$ cat src/hw/strap_cfg_pkg.sv
// Constants, field layouts and types for the strap capture block.
// Assumes one 10 MHz system clock and a plain register port.
package strap_cfg_pkg;

   localparam int ADDR_W = 4;
   localparam int DATA_W = 32;
   localparam int CLK_PERIOD_NS = 100;

   ////////////////////////////////////////////////////////////////////////
   // Register offsets
   localparam logic [3:0] OFF_STRAP = 4'h0;
   localparam logic [3:0] OFF_CAUSE = 4'h4;
   localparam logic [3:0] OFF_MASK = 4'h8;
   localparam logic [3:0] OFF_RSTAT = 4'hc;

   ////////////////////////////////////////////////////////////////////////
   // Captured strap vector layout
   localparam int STRAP_W = 9;
   localparam int BIT_RATIO = 0;
   localparam int RATIO_W = 3;
   localparam int BIT_BYTE_ORDER = 3;
   localparam int BIT_BUS_WIDTH = 4;
   localparam int BIT_IRQ_SOURCE = 5;
   localparam int BIT_VALID_DELAY = 6;
   localparam int BIT_BLOCK_XFER = 7;
   localparam int BIT_RETURN_ORDER = 8;
   localparam logic [8:0] STRAP_RESET = 9'h000;

   // Decoded fields in the status word above the raw straps
   localparam int BIT_PROTOCOL = 9;
   localparam int BIT_BLOCK_EN = 12;
   localparam int BIT_RATIO_X2 = 16;

   ////////////////////////////////////////////////////////////////////////
   // Interrupt cause layout
   localparam int IRQ_LINES = 6;
   localparam int CAUSE_W = 8;
   localparam int BIT_LINE5 = 5;
   localparam int BIT_CAUSE7 = 7;
   localparam logic [7:0] CAUSE_RESET = 8'h00;
   localparam logic [7:0] MASK_RESET = 8'h00;
   localparam logic [7:0] CAUSE_RECOG = 8'h9f;

   // Reset event flags
   localparam int BIT_COLD_SEEN = 0;
   localparam int BIT_WARM_SEEN = 1;
   localparam logic [1:0] RSTAT_RESET = 2'h0;

   // Reset and line pins after reset: resets asserted, lines idle high
   localparam logic [8:0] PIN_SYNC_RESET = 9'h07f;

   // Ratio doubled: code 0 gives 2, i.e. 4 half steps
   localparam logic [3:0] RATIO_BASE_X2 = 4'h4;

   typedef enum logic [2:0] {
      PROTO_LEGACY_WIDE,
      PROTO_LEGACY_NARROW,
      PROTO_NATIVE,
      PROTO_OUT_OF_ORDER,
      PROTO_UNLISTED
   } protocol_t;

   function automatic logic [3:0] ratio_x2(input logic [2:0] code);
      ratio_x2 = RATIO_BASE_X2 + {1'b0, code};
   endfunction

endpackage

$ cat src/hw/sync_bits.sv
// Two flip-flop synchroniser for a group of pin levels.
// Assumes inputs are quasi-static or single-bit levels.
`timescale 1ns/1ps
module sync_bits #(
   parameter int W = 1,
   parameter logic [W-1:0] RESET_VAL = '0
) (
   input wire logic i_sys_clk,
   input wire logic i_rst,
   input wire logic [W-1:0] i_async,
   output logic [W-1:0] o_sync
);
   logic [W-1:0] meta_reg;
   logic [W-1:0] sync_reg;

   if (W < 1) begin : g_bad_width
      $error("sync_bits width must be at least one");
   end

   // First stage feeds only the second
   always_ff @(posedge i_sys_clk) begin
      if (i_rst) begin
         meta_reg <= RESET_VAL;
         sync_reg <= RESET_VAL;
      end else begin
         meta_reg <= i_async;
         sync_reg <= meta_reg;
      end
   end

   assign o_sync = sync_reg;
endmodule

$ cat src/hw/strap_decode.sv
// Pure decode of a captured strap vector into configuration fields.
// Assumes the caller registers the results.
`timescale 1ns/1ps
module strap_decode (
   input wire logic [8:0] i_strap,
   output logic [3:0] o_ratio_x2,
   output logic o_big_endian,
   output logic o_bus_64,
   output logic o_timer_on_bit7,
   output logic o_valid_hold,
   output logic o_block_xfer_en,
   output logic o_in_order,
   output strap_cfg_pkg::protocol_t o_protocol
);
   logic ro;
   logic bx;
   logic vd;
   logic bw;

   assign ro = i_strap[strap_cfg_pkg::BIT_RETURN_ORDER];
   assign bx = i_strap[strap_cfg_pkg::BIT_BLOCK_XFER];
   assign vd = i_strap[strap_cfg_pkg::BIT_VALID_DELAY];
   assign bw = i_strap[strap_cfg_pkg::BIT_BUS_WIDTH];

   assign o_ratio_x2 = strap_cfg_pkg::ratio_x2(
      i_strap[strap_cfg_pkg::BIT_RATIO +: strap_cfg_pkg::RATIO_W]);
   assign o_big_endian = i_strap[strap_cfg_pkg::BIT_BYTE_ORDER];
   assign o_bus_64 = bw;
   assign o_timer_on_bit7 = i_strap[strap_cfg_pkg::BIT_IRQ_SOURCE];
   assign o_valid_hold = vd;
   // Low strap enables, and only a narrow bus honours it
   assign o_block_xfer_en = !bx && !bw;
   assign o_in_order = ro;

   always_comb begin
      if (!ro) begin
         o_protocol = strap_cfg_pkg::PROTO_OUT_OF_ORDER;
      end else if (bx && vd && bw) begin
         o_protocol = strap_cfg_pkg::PROTO_LEGACY_WIDE;
      end else if (bx && vd && !bw) begin
         o_protocol = strap_cfg_pkg::PROTO_LEGACY_NARROW;
      end else if (!bx && !vd && !bw) begin
         o_protocol = strap_cfg_pkg::PROTO_NATIVE;
      end else begin
         o_protocol = strap_cfg_pkg::PROTO_UNLISTED;
      end
   end
endmodule

$ cat src/hw/reset_strap_config_capture.sv
// Reset-time strap capture, reset handling and interrupt input front end.
// Assumes straps, resets and interrupt lines arrive on board pins and
// that address issue, stall, timer and write-bit events are on-clock.
//
// The address-and-strobe port and the address map are this design's own decisions.
`timescale 1ns/1ps
module reset_strap_config_capture (
   input wire logic i_sys_clk,
   input wire logic i_rst,
   input wire logic [2:0] i_clock_ratio_strap,
   input wire logic i_byte_order_strap,
   input wire logic i_bus_width_strap,
   input wire logic i_irq_source_strap,
   input wire logic i_valid_delay_strap_n,
   input wire logic i_block_xfer_strap_n,
   input wire logic i_return_order_strap_n,
   input wire logic i_cold_reset_n,
   input wire logic i_warm_reset_n,
   input wire logic [5:0] i_irq_line_n,
   input wire logic i_nmi_n,
   input wire logic i_timer_irq,
   input wire logic i_ext_write_bit5,
   input wire logic i_addr_issue,
   input wire logic i_addr_stall,
   input wire logic [3:0] i_addr,
   input wire logic [31:0] i_wdata,
   input wire logic i_wr,
   input wire logic i_rd,
   output logic [31:0] o_rdata,
   output logic [3:0] o_clock_ratio_x2,
   output logic o_big_endian,
   output logic o_bus_64,
   output logic o_high_half_en,
   output logic o_block_xfer_en,
   output logic o_valid_hold,
   output logic o_in_order,
   output logic [2:0] o_protocol,
   output logic o_cold_init,
   output logic o_warm_init,
   output logic o_output_valid_n,
   output logic [7:0] o_cause,
   output logic o_irq_req,
   output logic o_nmi_req
);

   ////////////////////////////////////////////////////////////////////////
   // Pin synchronisers

   logic [8:0] strap_pins;
   logic [8:0] strap_sync;
   logic [1:0] rst_sync;
   logic [6:0] irq_sync;

   assign strap_pins = {i_return_order_strap_n, i_block_xfer_strap_n,
      i_valid_delay_strap_n, i_irq_source_strap, i_bus_width_strap,
      i_byte_order_strap, i_clock_ratio_strap};

   sync_bits #(.W(9), .RESET_VAL(strap_cfg_pkg::STRAP_RESET)) u_strap_sync (
      .i_sys_clk(i_sys_clk),
      .i_rst(i_rst),
      .i_async(strap_pins),
      .o_sync(strap_sync)
   );

   // Resets come up asserted so capture runs until the pins say otherwise;
   // lines come up idle, else a false request follows every reset
   sync_bits #(.W(9), .RESET_VAL(strap_cfg_pkg::PIN_SYNC_RESET))
      u_rst_irq_sync (
      .i_sys_clk(i_sys_clk),
      .i_rst(i_rst),
      .i_async({i_cold_reset_n, i_warm_reset_n, i_nmi_n, i_irq_line_n}),
      .o_sync({rst_sync, irq_sync})
   );

   ////////////////////////////////////////////////////////////////////////
   // Strap capture and reset state

   logic cold_act;
   logic warm_act;
   logic [8:0] strap_reg;
   logic [8:0] strap_next;
   logic [1:0] rstat_reg;
   logic [1:0] rstat_next;
   logic [1:0] rstat_clr;
   logic [3:0] ratio_d;
   logic big_d;
   logic bus64_d;
   logic timer7_d;
   logic hold_d;
   logic block_d;
   logic inord_d;
   strap_cfg_pkg::protocol_t proto_d;
   strap_cfg_pkg::protocol_t proto_reg;
   logic [3:0] ratio_reg;
   logic big_reg;
   logic bus64_reg;
   logic timer7_reg;
   logic hold_reg;
   logic block_reg;
   logic inord_reg;

   assign cold_act = !rst_sync[1];
   assign warm_act = !rst_sync[0];

   strap_decode u_decode (
      .i_strap(strap_next),
      .o_ratio_x2(ratio_d),
      .o_big_endian(big_d),
      .o_bus_64(bus64_d),
      .o_timer_on_bit7(timer7_d),
      .o_valid_hold(hold_d),
      .o_block_xfer_en(block_d),
      .o_in_order(inord_d),
      .o_protocol(proto_d)
   );

   always_comb begin
      // Later pin changes are ignored once cold reset lifts
      strap_next = cold_act ? strap_sync : strap_reg;
      rstat_clr = 2'h0;
      if (i_wr && i_addr == strap_cfg_pkg::OFF_RSTAT) begin
         rstat_clr = i_wdata[1:0];
      end
      // Set wins over a clear in the same cycle
      rstat_next = (rstat_reg & ~rstat_clr) | {warm_act, cold_act};
   end

   always_ff @(posedge i_sys_clk) begin
      if (i_rst) begin
         strap_reg <= strap_cfg_pkg::STRAP_RESET;
         rstat_reg <= strap_cfg_pkg::RSTAT_RESET;
         ratio_reg <= strap_cfg_pkg::RATIO_BASE_X2;
         big_reg <= 1'b0;
         bus64_reg <= 1'b0;
         timer7_reg <= 1'b0;
         hold_reg <= 1'b0;
         block_reg <= 1'b0;
         inord_reg <= 1'b0;
         proto_reg <= strap_cfg_pkg::PROTO_OUT_OF_ORDER;
      end else begin
         strap_reg <= strap_next;
         rstat_reg <= rstat_next;
         ratio_reg <= ratio_d;
         big_reg <= big_d;
         bus64_reg <= bus64_d;
         timer7_reg <= timer7_d;
         hold_reg <= hold_d;
         block_reg <= block_d;
         inord_reg <= inord_d;
         proto_reg <= proto_d;
      end
   end

   assign o_clock_ratio_x2 = ratio_reg;
   assign o_big_endian = big_reg;
   assign o_bus_64 = bus64_reg;
   assign o_high_half_en = bus64_reg;
   assign o_block_xfer_en = block_reg;
   assign o_valid_hold = hold_reg;
   assign o_in_order = inord_reg;
   assign o_protocol = proto_reg;
   assign o_cold_init = cold_act;
   assign o_warm_init = warm_act;

   // Issue cycle always valid; stall cycles only when held
   assign o_output_valid_n = !(i_addr_issue || (hold_reg && i_addr_stall));

   ////////////////////////////////////////////////////////////////////////
   // Interrupt front end

   logic [7:0] cause_reg;
   logic [7:0] cause_next;
   logic [7:0] mask_reg;
   logic [7:0] mask_next;
   logic irq_reg;
   logic irq_next;
   logic nmi_reg;
   logic nmi_next;
   logic [5:0] line_act;

   assign line_act = ~irq_sync[5:0];

   always_comb begin
      cause_next = strap_cfg_pkg::CAUSE_RESET;
      cause_next[5:0] = line_act;
      if (timer7_reg) begin
         cause_next[strap_cfg_pkg::BIT_CAUSE7] = i_timer_irq;
      end else begin
         cause_next[strap_cfg_pkg::BIT_CAUSE7] =
            line_act[strap_cfg_pkg::BIT_LINE5] || i_ext_write_bit5;
      end
      // Line 5 reaches the request only through bit 7
      irq_next = |(cause_next & mask_reg & strap_cfg_pkg::CAUSE_RECOG);
      nmi_next = !irq_sync[6];
   end

   always_ff @(posedge i_sys_clk) begin
      if (i_rst) begin
         cause_reg <= strap_cfg_pkg::CAUSE_RESET;
         irq_reg <= 1'b0;
         nmi_reg <= 1'b0;
      end else begin
         cause_reg <= cause_next;
         irq_reg <= irq_next;
         nmi_reg <= nmi_next;
      end
   end

   assign o_cause = cause_reg;
   assign o_irq_req = irq_reg;
   assign o_nmi_req = nmi_reg;

   ////////////////////////////////////////////////////////////////////////
   // Register port

   logic [31:0] rdata_reg;
   logic [31:0] rdata_next;
   logic [31:0] status_word;

   always_comb begin
      status_word = 32'h0000_0000;
      status_word[8:0] = strap_reg;
      status_word[strap_cfg_pkg::BIT_PROTOCOL +: 3] = proto_reg;
      status_word[strap_cfg_pkg::BIT_BLOCK_EN] = block_reg;
      status_word[strap_cfg_pkg::BIT_RATIO_X2 +: 4] = ratio_reg;
      // Either reset wipes the mask; a warm one keeps the straps
      mask_next = mask_reg;
      if (cold_act || warm_act) begin
         mask_next = strap_cfg_pkg::MASK_RESET;
      end else if (i_wr && i_addr == strap_cfg_pkg::OFF_MASK) begin
         mask_next = i_wdata[7:0];
      end
      rdata_next = 32'h0000_0000;
      if (i_rd) begin
         unique case (i_addr)
            strap_cfg_pkg::OFF_STRAP: rdata_next = status_word;
            strap_cfg_pkg::OFF_CAUSE: rdata_next = {24'h00_0000, cause_reg};
            strap_cfg_pkg::OFF_MASK: rdata_next = {24'h00_0000, mask_reg};
            strap_cfg_pkg::OFF_RSTAT: rdata_next = {30'h0, rstat_reg};
            default: rdata_next = 32'h0000_0000;
         endcase
      end
   end

   always_ff @(posedge i_sys_clk) begin
      if (i_rst) begin
         mask_reg <= strap_cfg_pkg::MASK_RESET;
         rdata_reg <= 32'h0000_0000;
      end else begin
         mask_reg <= mask_next;
         rdata_reg <= rdata_next;
      end
   end

   assign o_rdata = rdata_reg;
endmodule

$ cat config.mk
export PLATFORM = sky130hd
export DESIGN_NAME = reset_strap_config_capture
export DESIGN_NICKNAME = d
export VERILOG_FILES = /design/src/hw/strap_cfg_pkg.sv /design/src/hw/sync_bits.sv /design/src/hw/strap_decode.sv /design/src/hw/reset_strap_config_capture.sv
export SDC_FILE = /design/constraint.sdc
export NUM_CORES = 1
export LEC_CHECK = 0
export ABC_AREA = 1
export BUFFER_PORTS_ARGS = -buffer_cell sky130_fd_sc_hd__buf_4
export CAP_MARGIN = 10
export CELL_PAD_IN_SITES_DETAIL_PLACEMENT = 1
export CELL_PAD_IN_SITES_GLOBAL_PLACEMENT = 1
export CORE_MARGIN = 8
export CORE_UTILIZATION = 34
export DETAILED_ROUTE_END_ITERATION = 16
export PLACE_DENSITY = 0.88
export RECOVER_POWER = 25
export SYNTH_ARGS = -nofsm -noshare
export SYNTH_HDL_FRONTEND = slang
export SYNTH_SLANG_ARGS = --single-unit
$ cat constraint.sdc
create_clock -name i_sys_clk -period 1.7 [get_ports i_sys_clk]
set_clock_uncertainty 0.15 [all_clocks]
set_input_delay 0.085 -clock i_sys_clk [delete_from_list [all_inputs] [get_ports i_sys_clk]]
set_output_delay 0.085 -clock i_sys_clk [all_outputs]
set_load 0.02 [all_outputs]
# ---- Word level (Yosys, flattened, before mapping)
# Cells that the tools add are included.
dict set report totals {
  word_cells 64
  inputBits 62
  reg_bits 110
  output_inout_bits 58
}
dict set report classes {
  n_addsub 1
  n_bitwise 7
  eq_ne 3
  reduce_logical 25
  n_mux 7
}
# op n
set ops {}
lappend ops {{$pmux W20 S4} 1}
lappend ops {{$logic_and A1 B1 Y1} 9}
lappend ops {{$mux W9} 1}
lappend ops {{$and A8 B8 Y8} 1}
lappend ops {{$eq A4 B4 Y1 const B} 2}
lappend ops {{$logic_not A1 Y1} 7}
lappend ops {{$mux W2} 3}
lappend ops {{$not A6 Y6} 1}
lappend ops {{$reduce_or A2 Y1} 3}
lappend ops {{$reduce_or A6 Y1} 1}
lappend ops {{$add A3 B3 Y4 const A} 1}
lappend ops {{$eq A4 B3 Y1 const B} 1}
lappend ops {{$logic_not A4 Y1} 1}
lappend ops {{$reduce_or A4 Y1} 1}
lappend ops {{$logic_or A1 B1 Y1} 3}
lappend ops {{$mux W3} 1}
lappend ops {{$and A2 B2 Y2} 1}
lappend ops {{$not A1 Y1} 2}
lappend ops {{$not A2 Y2} 1}
lappend ops {{$or A2 B2 Y2} 1}
lappend ops {{$mux W1} 1}

# ---- Depth between registers and ports, before layout
dict set report depth {
  depth_word 7
  depth_mapped 7
  depth_no_buf 7
}

# ---- By module
# Synthesis repeated with hierarchy kept, for this count alone.
dict set report hier_totals {
  hier_cells 412
  hier_area_um2 3373.2
}
# module cells_per_inst seq_area_each_um2 area_each_um2 n_inst
set by_module_without_submodules {}
lappend by_module_without_submodules {reset_strap_config_capture 283 1161.1 2238.4 1}
lappend by_module_without_submodules {{sync_bits (u_strap_sync)} 56 360.3 521.8 1}
lappend by_module_without_submodules {{sync_bits (u_rst_irq_sync)} 56 360.3 510.5 1}
lappend by_module_without_submodules {strap_decode 17 0.0 102.6 1}

# ---- Least setup slack after synthesis
# OpenSTA, ideal clock, no wires.
dict set report synth_path {
  path_type {register to register}
  from {reg u_rst_irq_sync.sync_reg[8] (netlist: u_rst_irq_sync.o_sync[8])}
  to {reg proto_reg[2] (netlist: o_protocol[2])}
  path_slack_ps 482
  path_buffers 1
  required_ps 1433
  path_stages_with_launch 7
  period_less_slack_ps 1218
  t_arrival_ps 951
  setup_ps 117
  cell_sequence {dfxtp_1 buf_2 nand2_1 o21ai_0 nand2_1 nor2_1 nor2_1}
}
dict set report synth_via {
  elab_chain_cells 5
  word_cells_on_any_way 12
  classes_between {mux: 2; bitwise: 1; reduce/logical: 9}
}
# item line_no
set synth_lines {}
lappend synth_lines {{start, declared} sync_bits.sv:14} ;# logic [W-1:0] sync_reg;
lappend synth_lines {{start signal, assigned} sync_bits.sv:27} ;# sync_reg <= meta_reg;
lappend synth_lines {{$mux W9 *} reset_strap_config_capture.sv:119} ;# strap_next = cold_act ? strap_sync : strap_reg;
lappend synth_lines {{$logic_not A1 Y1} strap_decode.sv:42} ;# end else if (!bx && !vd && !bw) begin
lappend synth_lines {{$logic_and A1 B1 Y1 (2 in a row)} strap_decode.sv:42}
lappend synth_lines {{$mux W3} strap_decode.sv:42}
lappend synth_lines {{end signal, assigned} reset_strap_config_capture.sv:139} ;# proto_reg <= strap_cfg_pkg::PROTO_OUT_OF_ORDER;
lappend synth_lines {{end signal, assigned} reset_strap_config_capture.sv:150} ;# proto_reg <= proto_d;
lappend synth_lines {{end, declared} reset_strap_config_capture.sv:93} ;# strap_cfg_pkg::protocol_t proto_reg;
# Every way passes the cells marked *; elsewhere a longest branch is shown, timed or not.
# A chain may end at the register's enable or synchronous reset.

# ---- Worst setup path after layout
dict set report layout_path {
  from {in i_addr[2]}
  to {reg rstat_reg[0]}
}
dict set report layout_via {
  elab_chain_cells 6
}
# item line_no
set layout_lines {}
lappend layout_lines {{start, declared} reset_strap_config_capture.sv:25} ;# input wire logic [3:0] i_addr,
lappend layout_lines {{$eq A4 B4 Y1} reset_strap_config_capture.sv:121} ;# if (i_wr && i_addr == strap_cfg_pkg::OFF_RSTAT) begin
lappend layout_lines {{$logic_and A1 B1 Y1} reset_strap_config_capture.sv:121}
lappend layout_lines {{$mux W2} reset_strap_config_capture.sv:121}
lappend layout_lines {{$not A2 Y2} reset_strap_config_capture.sv:125} ;# rstat_next = (rstat_reg & ~rstat_clr) | {warm_act, cold_act};
lappend layout_lines {{$and A2 B2 Y2} reset_strap_config_capture.sv:125}
lappend layout_lines {{$or A2 B2 Y2} reset_strap_config_capture.sv:125}
lappend layout_lines {{end signal, assigned} reset_strap_config_capture.sv:131} ;# rstat_reg <= strap_cfg_pkg::RSTAT_RESET;
lappend layout_lines {{end signal, assigned} reset_strap_config_capture.sv:142} ;# rstat_reg <= rstat_next;
lappend layout_lines {{end, declared} reset_strap_config_capture.sv:82} ;# logic [1:0] rstat_reg;
# No other way between the ends.

==> results by group <==
Run status
  – Status: completed

Routing
  – Wire length on met3: 449 µm
  – Vias per cell: ~4.4
  – Drt total wl: 8384 µm
  – Via count: roughly 2600
  – M1 WL: roughly 3400 µm
  – ANT nets after route: 0
  – Routed len/inst: 13.97 µm
  – Met2 wire len: 4349 µm
  – DR pass1 iterations: 4
  – Drt drc: 0
  – DRT iter0 DRCs: 86
  – Max layer used: met4

Floorplanning
  – Io pins: 120
  – Die area: 0.01230 mm²
  – Die extent in x: 110.9 µm
  – Site row count: 34
  – Total core area: 0.008721 mm²
  – Initial core utilization: 35.12%
  – Die Ht: 110.9 µm

Global routing
  – Largest net degree at the start of global routing: 30
  – Vias in the first global route: 2746
  – GRT overflow: 0
  – Gr usage total: 13.56%
  – Global-route wire length before repair: 13580 µm
  – Initial antenna violation count: 0

Placed design
  – Area post-placement: between 0.003 and 0.004 mm²
  – I/O Buffers: 79
  – Post-DP HPWL: ~6000 µm
  – GP Congestion: roughly 0.85
  – Place WS: 0.3190 ns

Critical path
  – Slowest CP cell: dlygate4sd3_1
  – WP data required: ~1.8 ns
  – Worst setup SP type: primary input
  – Critical Path AT: 1.74 ns
  – Largest stage delay, worst path: 0.55 ns
  – Highest net fanout along the worst path: 6
  – Crit Path Class: in -> reg
  – Crit. End Element: flop
  – Worst-path cell chain: dlygate4sd3_1 -> buf_6 -> nand2_1 -> inv_1 -> nand4_1 -> nand2_1 -> a21oi_1 -> dlygate4sd3_1

Synth
  – Synthesized cell area: 0.003063 mm²
  – Sequential-to-total area share from yosys stat: about 56%
  – Synth warnings: 0
  – Distinct cells, synth: 26
  – Syn Inst Count: 366
  – Seq cells post-synth: between 80 and 90
  – Syn avg cell area: 8.369 µm²

STA
  – Final setup viols: 0
  – Final Hold Fails: 0
  – Max Clock Freq: roughly 600 MHz
  – Fin crit share: 97.22%
  – Slew Limit Fails: 0
  – Clock period minus worst slack: around 1.7 ns
  – Final worst slack: about 0.047 ns
  – Rel. slew slack: 55.52%
  – Tightest Pin Transition: 0.6649 ns

Power and ir drop
  – Psw: 0.9357 mW
  – Flop pwr share: 53.8%
  – Int Power: 2.994 mW
  – Leakage Power: around 2 nW
  – Worst VDD drop: 0.3957 mV
  – Sw Ratio: 23.81%
  – Clk pwr share: 35.7%
  – Comb pwr share: 10.6%
  – PwrDens: 919.6 mW/mm²

Worst hold path
  – Min-Delay Path Class: in -> reg

Clock network
  – CTS tree: built
  – H-Tree Depth: 3
  – Reg clk slew, reported paths: ~0.070 ns
  – Max clock buf depth: 2
  – CTS Sinks: 86
  – Clk root buf: clkbuf_8
  – Clock latency on the worst-skew pair: 0.35 ns
  – Clock buffer count from CTS: 9

Finish
  – Area grow syn2layout: 39.50%
  – Antenna diodes: 0
  – Post-Layout Inst Area: 0.004273 mm²
  – Most frequent cells in the layout: dfxtp_1, nor2_1, buf_4
  – Max reg flops: 17
  – Fillers: 1052
  – Share of cells above drive strength 1: 25.61%
  – Commonest non-fill, non-tap cell in the layout: dfxtp_1
  – Nets: 550

Run
  – Max Cap Violations: 0
-- worst max-delay path: cells and delay by family --
kind | cells | cell delay, ns
compound gates | 1 | 0.05
buf+inv | 4 | 1.34
simple gates | 3 | 0.26
-- final cells by class --
cell class / instances / area (µm²) / area share (%)
inverters: 48 / 180.2 / 4.217
clock inverters: 3 / 43.79 / 1.025
multi-input cells: 214 / 989.7 / 23.16
well taps: 108 / 135.1 / 3.163
flip-flops and latches: 86 / 1722 / 40.29
repair buffers: 129 / 1057 / 24.74
clock buffers: 12 / 145.1 / 3.397
-- power by group through the flow --
stage                     Clock (mW)  Combinational, mW  Sequential, mW
after floorplan                    0              0.205            2.17
after global placement             0              0.322            2.16
after detailed placement           0              0.331            2.16
after CTS                       1.42              0.407            2.11
after global routing            1.52              0.454            2.12
final                           1.40              0.415            2.11
-- metrics by stage --
stage	instances	utilization [%]	hold WS (ns)	power (mW)	TNS [ns]
floorplan	381	-	0.03881	2.374	0
global placement	541	42.02	0.1206	2.479	0
detailed placement	541	42.02	0.1226	2.490	0
CTS	596	48.78	0.002109	3.940	0
global route	600	49.00	0.04420	4.090	-0.003702
finish	600	49.00	0.005503	3.929	0
-- timing repair --
| action | in CTS | in global routing |
|---|---|---|
| hold buffers | 40 | 0 |
| endpoints found under the setup margin | 0 | 1 |
| resized for setup | 0 | 1 |
| hold endpoints to repair | 50 | 0 |
| setup buffers | 0 | 4 |
-- worst paths after layout --
path	startpoint	end	slack, ns	depth (start not counted)
worst max-delay path	i_addr[2]	rstat_reg[0]$_SDFF_PP0_	0.05	8
worst max register to register	strap_reg[5]$_SDFFE_PP0N_	o_cause[7]$_SDFF_PP0_	0.17	4
worst min-delay path	i_rst	strap_reg[8]$_SDFF_PP0_	0.006	4
worst min register to register	u_rst_irq_sync.o_sync[6]$_SDFF_PP1_	o_nmi_req$_SDFF_PP0_	0.23	1
-- synth_stat cells --
library cell	count	area (µm²)
nor2_1	73	274.0
o21ai_0	9	45.04
o21ai_1	2	10.01
inv_1	44	165.2
buf_1	3	11.26
nand2_1	46	172.7
nand3_1	24	120.1
conb_1	1	3.750
o211ai_1	1	7.510
nor2_4	1	11.26
nand4_1	11	68.82
clkbuf_1	2	7.510
buf_4	25	187.7
buf_6	1	11.26
buf_2	2	10.01
or2_2	15	93.84
nand2_2	3	18.77
nor3_1	1	5.000
a21oi_1	6	30.03
dfxtp_1	86	1722
nor2_2	2	12.51
nor3_4	1	16.27
nand3_4	1	17.52
inv_2	4	15.01
nor2_8	1	20.02
a31oi_1	1	6.260
-- cells by family (layout without fill, tap and decap cells) --
family | count (synthesis) | after routing | synth area share, %
AO/OA/AOI/OAI | 19 | 19 | 3.227
buffers and inverters | 81 | 192 | 13.32
flip-flops | 86 | 86 | 56.21
other | 1 | 16 | 0.1224
AND/OR/NAND/NOR | 179 | 179 | 27.12
-- metal layers --
| metal | vias to the layer above | global-route usage (%) |
|---|---|---|
| met3 | 16 | 3.571 |
| met1 | 1217 | 14.39 |
| met5 | - | 0 |
| met4 | 0 | 6.757 |
| met2 | 87 | 24.17 |
| li1 | 1329 | - |
Note: power is estimated with default switching activity, not from simulation.
